`config.mk`:
```
export PLATFORM = sky130hd
export DESIGN_NAME = ccr_router
export DESIGN_NICKNAME = d
export VERILOG_FILES = /design/src/ccr_pkg.sv /design/src/ccr_router.sv /design/src/ccr_bridge.sv
export VERILOG_INCLUDE_DIRS = /design/src
export SDC_FILE = /design/constraint.sdc
export NUM_CORES = 1
export LEC_CHECK = 0
export BUFFER_PORTS_ARGS = -buffer_cell sky130_fd_sc_hd__buf_2
export CAP_MARGIN = 25
export CORE_UTILIZATION = 25
export CTS_CLUSTER_SIZE = 25
export DETAILED_ROUTE_END_ITERATION = 8
export PLACE_DENSITY_LB_ADDON = 0.08
export SKIP_LAST_GASP = 1
export SYNTH_ARGS = -nofsm -noshare
export SYNTH_HDL_FRONTEND = slang
export SYNTH_SLANG_ARGS = --single-unit
export TNS_END_PERCENT = 10
```
`constraint.sdc`:
```
create_clock -name clk_i -period 4.25 [get_ports clk_i]
set_input_delay 1.275 -clock clk_i [delete_from_list [all_inputs] [get_ports clk_i]]
set_output_delay 1.275 -clock clk_i [all_outputs]
set_load 0.01 [all_outputs]
```
`src/ccr_cfg.svh`:
```
`ifndef CCR_CFG_SVH
`define CCR_CFG_SVH
// ----------------------------------------------------------------
// io port word indices (byte address 0cf8 and 0cfc)
// ----------------------------------------------------------------
`define CCR_IDX_ADDR     14'h033e
`define CCR_IDX_DATA     14'h033f
`define CCR_SEL_DWORD    4'hf
`define CCR_ADDR_RST     32'h0000_0000
`define CCR_ADDR_WMASK   32'h80ff_fffc
`define CCR_ONES         32'hffff_ffff
`define CCR_ZERO32       32'h0000_0000
`define CCR_ZERO16       16'h0000
// ----------------------------------------------------------------
// config address fields
// ----------------------------------------------------------------
`define CCR_EN_BIT       31
`define CCR_BUS_MSB      23
`define CCR_BUS_LSB      16
`define CCR_DEV_MSB      15
`define CCR_DEV_LSB      11
`define CCR_FN_MSB       10
`define CCR_FN_LSB       8
`define CCR_REG_MSB      7
`define CCR_REG_LSB      2
`define CCR_RSV_HI_MSB   30
`define CCR_RSV_HI_LSB   24
`define CCR_BUS_ZERO     8'h00
`define CCR_DEV_HOST     5'h00
`define CCR_DEV_WIDE0    5'h02
`define CCR_DEV_FWD_LO   5'h08
`define CCR_FN_CTRL      3'h0
`define CCR_FN_MAX       3'h1
// ----------------------------------------------------------------
// internal register locations and defaults
// ----------------------------------------------------------------
`define CCR_REG_ID       6'h00
`define CCR_REG_BUSNUM   6'h06
`define CCR_REG_SCRATCH  6'h37
`define CCR_BUSNUM_RST   24'h00_0000
`define CCR_SCRATCH_RST  16'h0000
`define CCR_SEC_MSB      15
`define CCR_SEC_LSB      8
`define CCR_SUB_MSB      23
`define CCR_SUB_LSB      16
`endif

```
`src/ccr_pkg.sv`:
```
package ccr_pkg;
    // ------------------------------------------------------------
    // link cycle kinds, fsm states, routes
    // ------------------------------------------------------------
    typedef enum logic [1:0] {
        CCR_KIND_IO   = 2'b00,
        CCR_KIND_CFG0 = 2'b01,
        CCR_KIND_CFG1 = 2'b11
    } ccr_kind_t;

    typedef enum logic [1:0] {
        CCR_ST_IDLE = 2'b00,
        CCR_ST_LINK = 2'b01,
        CCR_ST_ANS  = 2'b11
    } ccr_state_t;

    typedef enum logic [1:0] {
        CCR_RT_LOCAL = 2'b00,
        CCR_RT_ONES  = 2'b01,
        CCR_RT_ABORT = 2'b11,
        CCR_RT_LINK  = 2'b10
    } ccr_route_t;

    typedef struct packed {
        logic        valid;
        ccr_kind_t   kind;
        logic        we;
        logic [31:0] addr;
        logic [3:0]  be;
        logic [31:0] wdata;
    } ccr_link_req_t;
endpackage : ccr_pkg

```
`src/ccr_router.sv`:
```
// Functional notes
// software masks reserved bits, merges on writes
// address register may be written directly
// reserved locations untouched; may read nonzero
// reset loads defaults, some from straps
// internal functions sit on bus zero
// device 0 host, 2-4 wide bridges
// disabled interface: reads ones, writes abort
// mechanism one, eight functions, 256 bytes
// host sets address register by dword write
// enable bit clear means no config cycle
// data window access becomes a config cycle
// bus number bits 23:16 decoded with device
// enabled internal targets never reach legacy link
// bus 0 devices 8-31 go type 0
// unmatched nonzero bus: type 1 on legacy
// inside secondary-subordinate range: type 1 there
// gaps between ranges go to legacy link
// address layout fixed; reserved bits read zero
// partial address access passes as io cycle
// bus equal secondary: type 0 on link
// unimplemented bus 0 devices: ones, drop writes
`include "ccr_cfg.svh"
module ccr_router #(
    parameter int          N_WIDE      = 3,
    parameter logic [31:0] DEV_ID_WORD = 32'h5a5a_0001 // arbitrary value
) (
    // clock and reset
    input  wire logic                                clk_i,
    input  wire logic                                rst_i,
    // straps
    input  wire logic [N_WIDE-1:0]                   strap_en_i,
    // wishbone slave
    input  wire logic                                wb_cyc_i,
    input  wire logic                                wb_stb_i,
    input  wire logic                                wb_we_i,
    input  wire logic [15:0]                         wb_adr_i,
    input  wire logic [3:0]                          wb_sel_i,
    input  wire logic [31:0]                         wb_dat_i,
    output logic      [31:0]                         wb_dat_o,
    output logic                                     wb_ack_o,
    output logic                                     wb_err_o,
    // hub links, index 0 legacy
    output ccr_pkg::ccr_link_req_t [N_WIDE:0]        link_req_o,
    input  wire logic [N_WIDE:0]                     link_ack_i,
    input  wire logic [N_WIDE:0]                     link_abort_i,
    input  wire logic [31:0]                         link_rdata_i
);
    localparam int LS_W = 2;

    if (N_WIDE < 1 || N_WIDE > 3) begin : g_bad_width
        $error("N_WIDE must be 1 to 3");
    end

    // ------------------------------------------------------------
    // declarations
    // ------------------------------------------------------------
    ccr_pkg::ccr_state_t               st_q;
    ccr_pkg::ccr_route_t               route_c;
    ccr_pkg::ccr_kind_t                kind_c;
    ccr_pkg::ccr_link_req_t [N_WIDE:0] link_req_q;
    logic [31:0]                       cfg_addr_q;
    logic [15:0]                       scratch_q;
    logic [N_WIDE-1:0]                 strap_s1_q;
    logic [N_WIDE-1:0]                 strap_s2_q;
    logic [N_WIDE-1:0]                 strap_s3_q;
    logic [N_WIDE-1:0]                 link_en_q;
    logic                              strap_lock_q;
    logic [LS_W-1:0]                   lsel_c;
    logic [LS_W-1:0]                   lsel_q;
    logic [31:0]                       dat_q;
    logic                              ack_q;
    logic                              err_q;
    logic                              take_c;
    logic                              is_addr_c;
    logic                              is_data_c;
    logic                              config_cycle_enable_bit_w;
    logic [7:0]                        bus_w;
    logic [4:0]                        dev_w;
    logic [2:0]                        fn_w;
    logic [5:0]                        reg_w;
    logic [4:0]                        wdev_w;
    logic                              wide_dev_w;
    logic [N_WIDE-1:0]                 hit0_w;
    logic [N_WIDE-1:0]                 hit1_w;
    logic [N_WIDE-1:0]                 br_wr_w;
    logic [23:0]                       busnum_w [N_WIDE];
    logic [31:0]                       local_rd_c;

    // ------------------------------------------------------------
    // request decode
    // ------------------------------------------------------------
    assign take_c     = (st_q == ccr_pkg::CCR_ST_IDLE) && wb_cyc_i && wb_stb_i;
    assign is_addr_c  = (wb_adr_i[15:2] == `CCR_IDX_ADDR);
    assign is_data_c  = (wb_adr_i[15:2] == `CCR_IDX_DATA);
    assign config_cycle_enable_bit_w     = cfg_addr_q[`CCR_EN_BIT];
    assign bus_w      = cfg_addr_q[`CCR_BUS_MSB:`CCR_BUS_LSB];
    assign dev_w      = cfg_addr_q[`CCR_DEV_MSB:`CCR_DEV_LSB];
    assign fn_w       = cfg_addr_q[`CCR_FN_MSB:`CCR_FN_LSB];
    assign reg_w      = cfg_addr_q[`CCR_REG_MSB:`CCR_REG_LSB];
    assign wdev_w     = dev_w - `CCR_DEV_WIDE0;
    assign wide_dev_w = (dev_w >= `CCR_DEV_WIDE0) && (wdev_w < 5'(N_WIDE));

    // ------------------------------------------------------------
    // strap capture, three stage synchroniser
    // ------------------------------------------------------------
    always_ff @(posedge clk_i) begin
        strap_s1_q <= strap_en_i;
        strap_s2_q <= strap_s1_q;
        strap_s3_q <= strap_s2_q;
    end

    always_ff @(posedge clk_i) begin
        if (rst_i) begin
            strap_lock_q <= 1'b0;
        end else if (strap_s2_q == strap_s3_q) begin
            strap_lock_q <= 1'b1;
        end
    end

    always_ff @(posedge clk_i) begin
        if (!strap_lock_q && (strap_s2_q == strap_s3_q)) begin
            link_en_q <= strap_s3_q;
        end
    end

    // ------------------------------------------------------------
    // wide link bridges
    // ------------------------------------------------------------
    for (genvar i = 0; i < N_WIDE; i++) begin : g_br
        assign br_wr_w[i] = take_c && wb_we_i && is_data_c && (route_c == ccr_pkg::CCR_RT_LOCAL)
                            && wide_dev_w && (wdev_w[LS_W-1:0] == LS_W'(i))
                            && (fn_w == `CCR_FN_CTRL) && (reg_w == `CCR_REG_BUSNUM);
        ccr_bridge u_br (
            .clk_i    (clk_i),
            .rst_i    (rst_i),
            .en_i     (link_en_q[i]),
            .wr_i     (br_wr_w[i]),
            .be_i     (wb_sel_i),
            .wdata_i  (wb_dat_i),
            .bus_i    (bus_w),
            .busnum_o (busnum_w[i]),
            .hit0_o   (hit0_w[i]),
            .hit1_o   (hit1_w[i])
        );
    end

    // ------------------------------------------------------------
    // routing decision
    // ------------------------------------------------------------
    always_comb begin
        route_c = ccr_pkg::CCR_RT_LOCAL;
        kind_c  = ccr_pkg::CCR_KIND_IO;
        lsel_c  = '0;
        if (is_addr_c) begin
            if (wb_sel_i != `CCR_SEL_DWORD) begin
                route_c = ccr_pkg::CCR_RT_LINK;
            end
        end else if (is_data_c) begin
            if (!config_cycle_enable_bit_w) begin
                route_c = ccr_pkg::CCR_RT_LINK;
            end else if (bus_w == `CCR_BUS_ZERO) begin
                if (dev_w == `CCR_DEV_HOST) begin
                    route_c = (fn_w <= `CCR_FN_MAX) ? ccr_pkg::CCR_RT_LOCAL : ccr_pkg::CCR_RT_ONES;
                end else if (wide_dev_w) begin
                    if (!link_en_q[wdev_w[LS_W-1:0]]) begin
                        route_c = ccr_pkg::CCR_RT_ABORT;
                    end else if (fn_w <= `CCR_FN_MAX) begin
                        route_c = ccr_pkg::CCR_RT_LOCAL;
                    end else begin
                        route_c = ccr_pkg::CCR_RT_ONES;
                    end
                end else if (dev_w >= `CCR_DEV_FWD_LO) begin
                    route_c = ccr_pkg::CCR_RT_LINK;
                    kind_c  = ccr_pkg::CCR_KIND_CFG0;
                end else begin
                    route_c = ccr_pkg::CCR_RT_ONES;
                end
            end else begin
                route_c = ccr_pkg::CCR_RT_LINK;
                kind_c  = ccr_pkg::CCR_KIND_CFG1;
                for (int i = N_WIDE - 1; i >= 0; i--) begin
                    if (hit0_w[i]) begin
                        kind_c = ccr_pkg::CCR_KIND_CFG0;
                        lsel_c = LS_W'(i + 1);
                    end else if (hit1_w[i]) begin
                        kind_c = ccr_pkg::CCR_KIND_CFG1;
                        lsel_c = LS_W'(i + 1);
                    end
                end
            end
        end
    end

    // ------------------------------------------------------------
    // internal register read
    // ------------------------------------------------------------
    always_comb begin
        local_rd_c = `CCR_ZERO32;
        if (is_data_c && fn_w == `CCR_FN_CTRL) begin
            if (reg_w == `CCR_REG_ID && (dev_w == `CCR_DEV_HOST || wide_dev_w)) begin
                local_rd_c = DEV_ID_WORD;
            end else if (dev_w == `CCR_DEV_HOST && reg_w == `CCR_REG_SCRATCH) begin
                local_rd_c = {scratch_q, `CCR_ZERO16};
            end else if (wide_dev_w && reg_w == `CCR_REG_BUSNUM) begin
                local_rd_c = {8'h00, busnum_w[wdev_w[LS_W-1:0]]};
            end
        end
    end

    // ------------------------------------------------------------
    // config address register
    // ------------------------------------------------------------
    always_ff @(posedge clk_i) begin
        if (rst_i) begin
            cfg_addr_q <= `CCR_ADDR_RST;
        end else if (take_c && wb_we_i && is_addr_c && wb_sel_i == `CCR_SEL_DWORD) begin
            cfg_addr_q <= wb_dat_i & `CCR_ADDR_WMASK;
        end
    end

    // ------------------------------------------------------------
    // host scratch register
    // ------------------------------------------------------------
    always_ff @(posedge clk_i) begin
        if (rst_i) begin
            scratch_q <= `CCR_SCRATCH_RST;
        end else if (take_c && wb_we_i && is_data_c && route_c == ccr_pkg::CCR_RT_LOCAL
                     && dev_w == `CCR_DEV_HOST && fn_w == `CCR_FN_CTRL && reg_w == `CCR_REG_SCRATCH) begin
            for (int b = 2; b < 4; b++) begin
                if (wb_sel_i[b]) begin
                    scratch_q[8*(b-2) +: 8] <= wb_dat_i[8*b +: 8];
                end
            end
        end
    end

    // ------------------------------------------------------------
    // link requests, held until the link acknowledges
    // ------------------------------------------------------------
    always_ff @(posedge clk_i) begin
        for (int i = 0; i <= N_WIDE; i++) begin
            if (rst_i) begin
                link_req_q[i] <= '0;
            end else if (take_c && route_c == ccr_pkg::CCR_RT_LINK && lsel_c == LS_W'(i)) begin
                link_req_q[i].valid <= 1'b1;
                link_req_q[i].kind  <= kind_c;
                link_req_q[i].we    <= wb_we_i;
                link_req_q[i].addr  <= (kind_c == ccr_pkg::CCR_KIND_IO) ? {16'h0000, wb_adr_i} : cfg_addr_q;
                link_req_q[i].be    <= wb_sel_i;
                link_req_q[i].wdata <= wb_dat_i;
            end else if (st_q == ccr_pkg::CCR_ST_LINK && lsel_q == LS_W'(i) && link_ack_i[i]) begin
                link_req_q[i].valid <= 1'b0;
            end
        end
    end

    // ------------------------------------------------------------
    // bus answer state machine
    // ------------------------------------------------------------
    always_ff @(posedge clk_i) begin
        if (rst_i) begin
            st_q   <= ccr_pkg::CCR_ST_IDLE;
            ack_q  <= 1'b0;
            err_q  <= 1'b0;
            dat_q  <= `CCR_ZERO32;
            lsel_q <= '0;
        end else begin
            case (st_q)
                ccr_pkg::CCR_ST_IDLE: begin
                    if (take_c && route_c == ccr_pkg::CCR_RT_LINK) begin
                        lsel_q <= lsel_c;
                        st_q   <= ccr_pkg::CCR_ST_LINK;
                    end else if (take_c) begin
                        ack_q <= !(route_c == ccr_pkg::CCR_RT_ABORT && wb_we_i);
                        err_q <= (route_c == ccr_pkg::CCR_RT_ABORT) && wb_we_i;
                        if (route_c == ccr_pkg::CCR_RT_ONES || route_c == ccr_pkg::CCR_RT_ABORT) begin
                            dat_q <= `CCR_ONES;
                        end else if (is_addr_c) begin
                            dat_q <= cfg_addr_q;
                        end else begin
                            dat_q <= local_rd_c;
                        end
                        st_q <= ccr_pkg::CCR_ST_ANS;
                    end
                end
                ccr_pkg::CCR_ST_LINK: begin
                    if (link_ack_i[lsel_q]) begin
                        ack_q <= !(link_abort_i[lsel_q] && wb_we_i);
                        err_q <= link_abort_i[lsel_q] && wb_we_i;
                        dat_q <= link_abort_i[lsel_q] ? `CCR_ONES : link_rdata_i;
                        st_q  <= ccr_pkg::CCR_ST_ANS;
                    end
                end
                ccr_pkg::CCR_ST_ANS: begin
                    ack_q <= 1'b0;
                    err_q <= 1'b0;
                    st_q  <= ccr_pkg::CCR_ST_IDLE;
                end
                default: begin
                    st_q <= ccr_pkg::CCR_ST_IDLE;
                end
            endcase
        end
    end

    assign wb_dat_o   = dat_q;
    assign wb_ack_o   = ack_q;
    assign wb_err_o   = err_q;
    assign link_req_o = link_req_q;
endmodule : ccr_router

```
`src/ccr_bridge.sv`:
```
`include "ccr_cfg.svh"
module ccr_bridge (
    // clock and reset
    input  wire logic        clk_i,
    input  wire logic        rst_i,
    // control
    input  wire logic        en_i,
    input  wire logic        wr_i,
    input  wire logic [3:0]  be_i,
    input  wire logic [31:0] wdata_i,
    input  wire logic [7:0]  bus_i,
    // status
    output logic      [23:0] busnum_o,
    output logic             hit0_o,
    output logic             hit1_o
);
    logic [23:0] busnum_q;
    logic [7:0]  sec_w;
    logic [7:0]  sub_w;

    // ------------------------------------------------------------
    // primary / secondary / subordinate bus numbers
    // ------------------------------------------------------------
    always_ff @(posedge clk_i) begin
        if (rst_i) begin
            busnum_q <= `CCR_BUSNUM_RST;
        end else if (wr_i) begin
            for (int b = 0; b < 3; b++) begin
                if (be_i[b]) begin
                    busnum_q[8*b +: 8] <= wdata_i[8*b +: 8];
                end
            end
        end
    end

    assign busnum_o = busnum_q;
    assign sec_w    = busnum_q[`CCR_SEC_MSB:`CCR_SEC_LSB];
    assign sub_w    = busnum_q[`CCR_SUB_MSB:`CCR_SUB_LSB];
    assign hit0_o   = en_i && (bus_i != `CCR_BUS_ZERO) && (bus_i == sec_w);
    assign hit1_o   = en_i && (bus_i != `CCR_BUS_ZERO) && (bus_i > sec_w) && (bus_i <= sub_w);
endmodule : ccr_bridge

```
## Word-level counts from Yosys, hierarchy flattened

Cells that the tools add are included.

| word-level totals | value |
|---|---|
| bits in read-only memories | 0 |
| output and inout bits | 322 |
| memories | 0 |
| word-level logic and storage cells | 251 |
| bits in writable memories | 0 |
| bits of input ports | 100 |
| latch bits | 0 |
| flip-flop bits (word level) | 450 |

| cells by class | value |
|---|---|
| shift operators | 0 |
| eq/ne operators | 27 |
| bitwise gates (word level) | 1 |
| order comparisons | 13 |
| mux-type cells | 73 |
| reductions and logical operators | 90 |
| $mul | 0 |
| $add $sub $neg | 1 |
| div/mod/pow operators | 0 |

Operator list:

| operator | number |
|---|---|
| $mux W32 | 10 |
| $mux W24 | 3 |
| $pmux W32 S2 | 1 |
| $mux W2 | 31 |
| $logic_and A1 B1 Y1 | 53 |
| $bmux W24 S2 | 1 |
| $eq A14 B10 Y1 const B | 2 |
| $reduce_and A2 Y1 | 13 |
| $eq A8 B8 Y1 | 3 |
| $gt A8 B8 Y1 | 3 |
| $le A8 B8 Y1 | 3 |
| $mux W1 | 21 |
| $eq A2 B2 Y1 const B | 8 |
| $logic_not A2 Y1 | 6 |
| $eq A2 B1 Y1 const B | 5 |
| $reduce_bool A2 Y1 | 5 |
| $logic_not A8 Y1 | 1 |
| $reduce_and A4 Y1 | 2 |
| $reduce_bool A8 Y1 | 1 |
| $bmux W1 S2 | 3 |
| $eq A6 B3 Y1 const B | 1 |
| $eq A6 B6 Y1 const B | 1 |
| $logic_not A6 Y1 | 1 |
| $lt A2 B3 Y1 const B | 2 |
| 20 further kinds | 25 |

## Longest topological paths before layout

| logic depth | value |
|---|---|
| depth in word-level cells | 17 |
| mapped depth | 14 |
| depth with buffers taken out | 10 |

## Modules after synthesis

Synthesis repeated with hierarchy kept, for this count alone.

| unflattened totals | value |
|---|---|
| cell total of the unflattened synthesis | 2212 |
| area, all modules | 18009.8 um^2 |

Modules (own cells, without submodules):

| module | instances | area each (um^2) | sequential area each (um^2) | cells each |
|---|---|---|---|---|
| ccr_router | 1 | 14098.5 | 7036.7 | 1717 |
| ccr_bridge | 3 | 1303.8 | 480.5 | 165 |

## Least setup slack after synthesis

Ideal clock, no wire load.

| timing | value |
|---|---|
| kind | input -> register |
| start point | input wb_adr_i[13] |
| end point | register link_req_q (netlist bit link_req_o[100]) |
| stages | 10 |
| path slack | 0.420 ns |
| arrival time | 3.698 ns |
| required time | 4.118 ns |
| setup time | 0.132 ns |
| path buffers | 2 |
| cell sequence | nand4bb_1 or4_4 or4b_1 o311a_1 a311oi_4 nand3_2 buf_2 buf_6 nand2_1 a21oi_1 |

| on the way | value |
|---|---|
| longest elaborated chain between the ends | 6 |
| elaborated cells between the ends (all ways) | 10 |
| classes of those cells | 4 x eq/ne; 4 x mux; 2 x reduce/logical |

RTL lines:

| item | RTL line | source |
|---|---|---|
| start: declaration | ccr_router.sv:37 | `input wire logic [15:0] wb_adr_i,` |
| $eq A14 B10 Y1 (no source line) | n/a |  |
| $mux W2 | ccr_router.sv:159 | `end else if (is_data_c) begin` |
| $mux W2 | ccr_router.sv:155 | `if (is_addr_c) begin` |
| $eq A2 B2 Y1 | ccr_router.sv:245 | `end else if (take_c && route_c == ccr_pkg::CCR_RT_LINK && lsel_c == LS_W'(i)) begin` |
| $logic_and A1 B1 Y1 | ccr_router.sv:245 |  |
| $logic_and A1 B1 Y1 * | ccr_router.sv:245 |  |
| end: declaration | ccr_router.sv:61 | `ccr_pkg::ccr_link_req_t [N_WIDE:0] link_req_q;` |

Mark *: on every way between the ends. The rest lies on a longest branch, timed or not.
A chain may end at the register's enable or synchronous reset.

## Worst setup path after layout

| timing | value |
|---|---|
| start point | register cfg_addr_q[13] |
| end point | register link_req_q (netlist bit link_req_o[187]) |

| on the way | value |
|---|---|
| longest elaborated chain between the ends | 12 |
| elaborated cells between the ends (all ways) | 25 |
| classes of those cells | 1 x add/sub; 3 x order compare; 1 x eq/ne; 15 x mux; 5 x reduce/logical |

RTL lines:

| item | RTL line | source |
|---|---|---|
| start: declaration | ccr_router.sv:62 | `logic [31:0] cfg_addr_q;` |
| start signal: assignment | ccr_router.sv:216 | `` cfg_addr_q <= `CCR_ADDR_RST; `` |
| start signal: assignment | ccr_router.sv:218 | `` cfg_addr_q <= wb_dat_i & `CCR_ADDR_WMASK; `` |
| $sub A5 B2 Y5 (no source line) | n/a |  |
| $lt A5 B2 Y1 | ccr_router.sv:102 | `` assign wide_dev_w = (dev_w >= `CCR_DEV_WIDE0) && (wdev_w < 5'(N_WIDE)); `` |
| $logic_and A1 B1 Y1 | ccr_router.sv:102 |  |
| $mux W2 | ccr_router.sv:165 | `end else if (wide_dev_w) begin` |
| $mux W2 | ccr_router.sv:163 | `` if (dev_w == `CCR_DEV_HOST) begin `` |
| $mux W2 | ccr_router.sv:162 | `` end else if (bus_w == `CCR_BUS_ZERO) begin `` |
| $mux W2 | ccr_router.sv:160 | `if (!config_cycle_enable_bit_w) begin` |
| $mux W2 | ccr_router.sv:159 |  |
| $mux W2 | ccr_router.sv:155 |  |
| $eq A2 B2 Y1 | ccr_router.sv:245 |  |
| $logic_and A1 B1 Y1 (2 in series) | ccr_router.sv:245 |  |

Several ways; a longest one is shown, not always the timed one.

==> summary.md <==
| Metric | Value |
|---|---|
| CTS Root Cell | clkbuf_16 |
| # rows | 98 |
| Grt peak-use layer | met2 |
| Worst Tran Pin Value | 920.1 ps |
| H-tree depth | 2 |
| Initial core utilization | 25.23% |
| Hold WC Path Type | register to register |
| Crit Path Max Fanout | 62 |
| CTS tree | built |
| Most frequent cell after synthesis | nand2_1 |
| Reg2reg start | cfg_addr_q[13] |
| Status | finished clean |
| CTS Buffer Depth | 3 |
| Wire per inst | 21.84 µm |
| Number of max-cap violations | 0 |
| Initial antenna violation count | 5 |
| M2 GR Usage | 32.94% |
| Final Util | 32.25% |
| Critical path data arrival time | 4180 ps |
| Reg2reg setup slack | 570 ps |
| Clk Latency, worst-skew pair | 600 ps |
| Worst vdd ir | 0.0002223 V |
| Share of post-route cells with drive strength above 1 | 23.98% |
| Antenna viol nets, final | 0 |
| Synth cell types | 74 |
| Num CTS Buffers | 52 |
| Via density | 4.719 |
| # clock sinks | 422 |
| DR vias | 16550 |
| Post-CTS Resized | 0 |
| Final period util | 86.49% |
| Met3 usage | 3.497% |
| Commonest cells in the netlist | nand2_1, dfxtp_1, a21oi_1, nor2_1, mux2i_1 |
| Leak | 9.393 nW |
| Global Route Usage Sum | 20.33% |
| Core ar. | 71490 µm² |
| Final Setup Violations | 0 |
| Number of synthesized flops with an enable pin | 3 |
| Seq cells post-synth | 422 |
| Post-CTS setup buffer count | 0 |
| Critical Path Source Type | register |
| Hold Path End | strap_s2_q[2] |
| CP required | 4760 ps |
| RePlAce Congestion | 0.9019 |
| Final hold slack | 326.4 ps |
| Cell taking the most area after synthesis | dfxtp_1 |
| DP HPWL | 55870 µm |
| Ports | 422 |
| Worst Hold Depth | 0 |
| Synth top area cells | dfxtp_1, nand2_1, a21oi_1, mux2i_1, nor2_1 |
| Ys async rst share | 0% |
| Setup TNS | 0 ps |
| Routed WL | 76590 µm |
| Final slew viol count | 0 |
| P&R area growth vs syn | 27.81% |
| Die area | 73220 µm² |
| Met1 usage in global routing | 26.53% |
| R2R cell count | 13 |
| Kind of critical path | register to register |
| Sequential fraction of the synthesis area | 47.01% |
| Grt ovf | 0 |
| Global-route wire length before repair | 111000 µm |
| Vias in the first global route | 16090 |
| Hold Buf Count CTS | 0 |
| Fin crit period | 3676 ps |
| Layout Skew | 14.69 ps |
| Clock transition at the registers of the reported paths | 60 ps |
| Die W | 270.6 µm |
| Synth warnings | 0 |
| DR pass1 iterations | 5 |
| Crit path from | cfg_addr_q[13] |
| Unrepaired setup endpoints after global routing | no |
| Hold Vio Cnt, Final | 0 |
| Reg-to-Reg End | link_req_o[187] |
| Slew HR | 38.66% |
| Fin nets | 2661 |
| Drt drc | 0 |
| Avg Inst Size Synth | 8.431 µm² |
| Crit. End Element | register |
| Hold_sp | strap_s1_q[2] |
| Post-Syn Area | 18030 µm² |
| Cell count after synthesis | 2139 |
| PortBufs | 393 |
| Synth Flop Type | dfxtp_1 |
| Fmax | 272.1 MHz |
| Pwr dens | 390.4 nW/µm² |
| Area share of the largest cell type after synthesis | 46.51% |
| Initial DRC count | 1106 |
| Pin count of the biggest net entering global routing | 88 |
| DIE HEIGHT | 270.6 µm |
-- routing by layer --
layer | part of all wire [%] | vias up
met2 | 47 | 503
met4 | 3.8 | 0
li1 | - | 7991
met5 | 0 | -
met1 | 45 | 7938
met3 | 5.0 | 118
-- per-stage QoR --
stage	area (µm²)	std cells	total power [mW]	setup slack (ps)
after detailed placement	21250	3406	4.462	102.0
after CTS	23040	3502	9.173	513.6
after global routing	23050	3507	9.349	241.2
after global placement	21250	3405	4.460	145.1
final	23050	3507	8.999	574.4
after floorplan	18140	2166	4.286	420.2
-- cell usage in the layout (no fill, tap or decap), drive strengths merged, types with 5 or more instances in the layout --
master	netlist	final
a211oi	44	44
a21oi	281	281
a221oi	6	6
a22o	31	31
a22oi	17	17
a31oi	5	5
and2	18	18
and3	14	14
buf	85	482
clkbuf	107	76
clkinv	0	13
conb	1	28
dfxtp	419	419
diode	0	5
ha	51	51
inv	55	57
mux2i	124	124
nand2	459	459
nand2b	5	5
nand3	20	20
nand4	13	13
nor2	203	203
nor3	12	12
nor4	11	11
o211ai	6	6
o21a	16	16
o21ai	34	34
o22ai	16	16
or2	9	9
or3	6	6
xnor2	5	5
-- worst max-delay path by stage --
stage	endpoint	slack (ps)
2_1_floorplan	link_req_o[100]	420
3_3_place_gp	wb_dat_o[15]	150
3_5_place_dp	wb_dat_o[14]	100
4_1_cts	link_req_o[44]	510
5_1_grt	link_req_o[192]	240
6_report	link_req_o[187]	570
-- kinds of logic after synthesis --
logic type | after synthesis | synth area share (%)
fa+ha+maj | 51 | 3.538
flops | 422 | 47.01
xor+xnor | 5 | 0.2428
mux | 125 | 7.007
other cells | 1 | 0.02079
compound gates | 492 | 16.75
buf+inv | 247 | 6.417
simple gates | 796 | 19.01
-- area by class of cell --
| type | count | area (µm²) |
|---|---|---|
| tap | 950 | 1189 |
| inverter | 55 | 206.4 |
| clock buffer | 76 | 1563 |
| fill | 7603 | 48440 |
| sequential | 422 | 8479 |
| multi-input combinational | 1497 | 8572 |
| clock inverter | 20 | 221.5 |
| antenna | 5 | 12.51 |
| timing repair buffer | 482 | 2808 |
-- sequential cells by signal (all words and copies together) (netlist names) --
signal / count
cfg_addr_q: 23
g_br.u_br.busnum_o: 72
link_en_q: 3
link_req_o: 260
lsel_q: 2
scratch_q: 16
st_q: 2
strap_lock_q: 1
strap_s1_q: 3
strap_s2_q: 3
strap_s3_q: 3
wb_ack_o: 1
wb_dat_o: 32
wb_err_o: 1
-- worst max-delay path, cell delays in order, from the launching register on --
cell      delay [ps]
dfxtp_1          560
inv_1            120
ha_1             310
a21bo_2          250
o21ai_0          270
o311ai_0         310
a41oi_1          310
buf_4            170
o311ai_4         100
buf_4            180
nor4_2           330
buf_12           370
nor2_1            70
a211oi_1         210
-- power by group --
part | internal (mW) | leakage [nW] | total [mW] | switching, mW
logic | 0.105 | 5.10 | 0.374 | 0.270
registers | 3.98 | 3.41 | 4.00 | 0.0152
clock network | 2.79 | 0.888 | 4.63 | 1.84
Power figures use the tool's default switching activity.
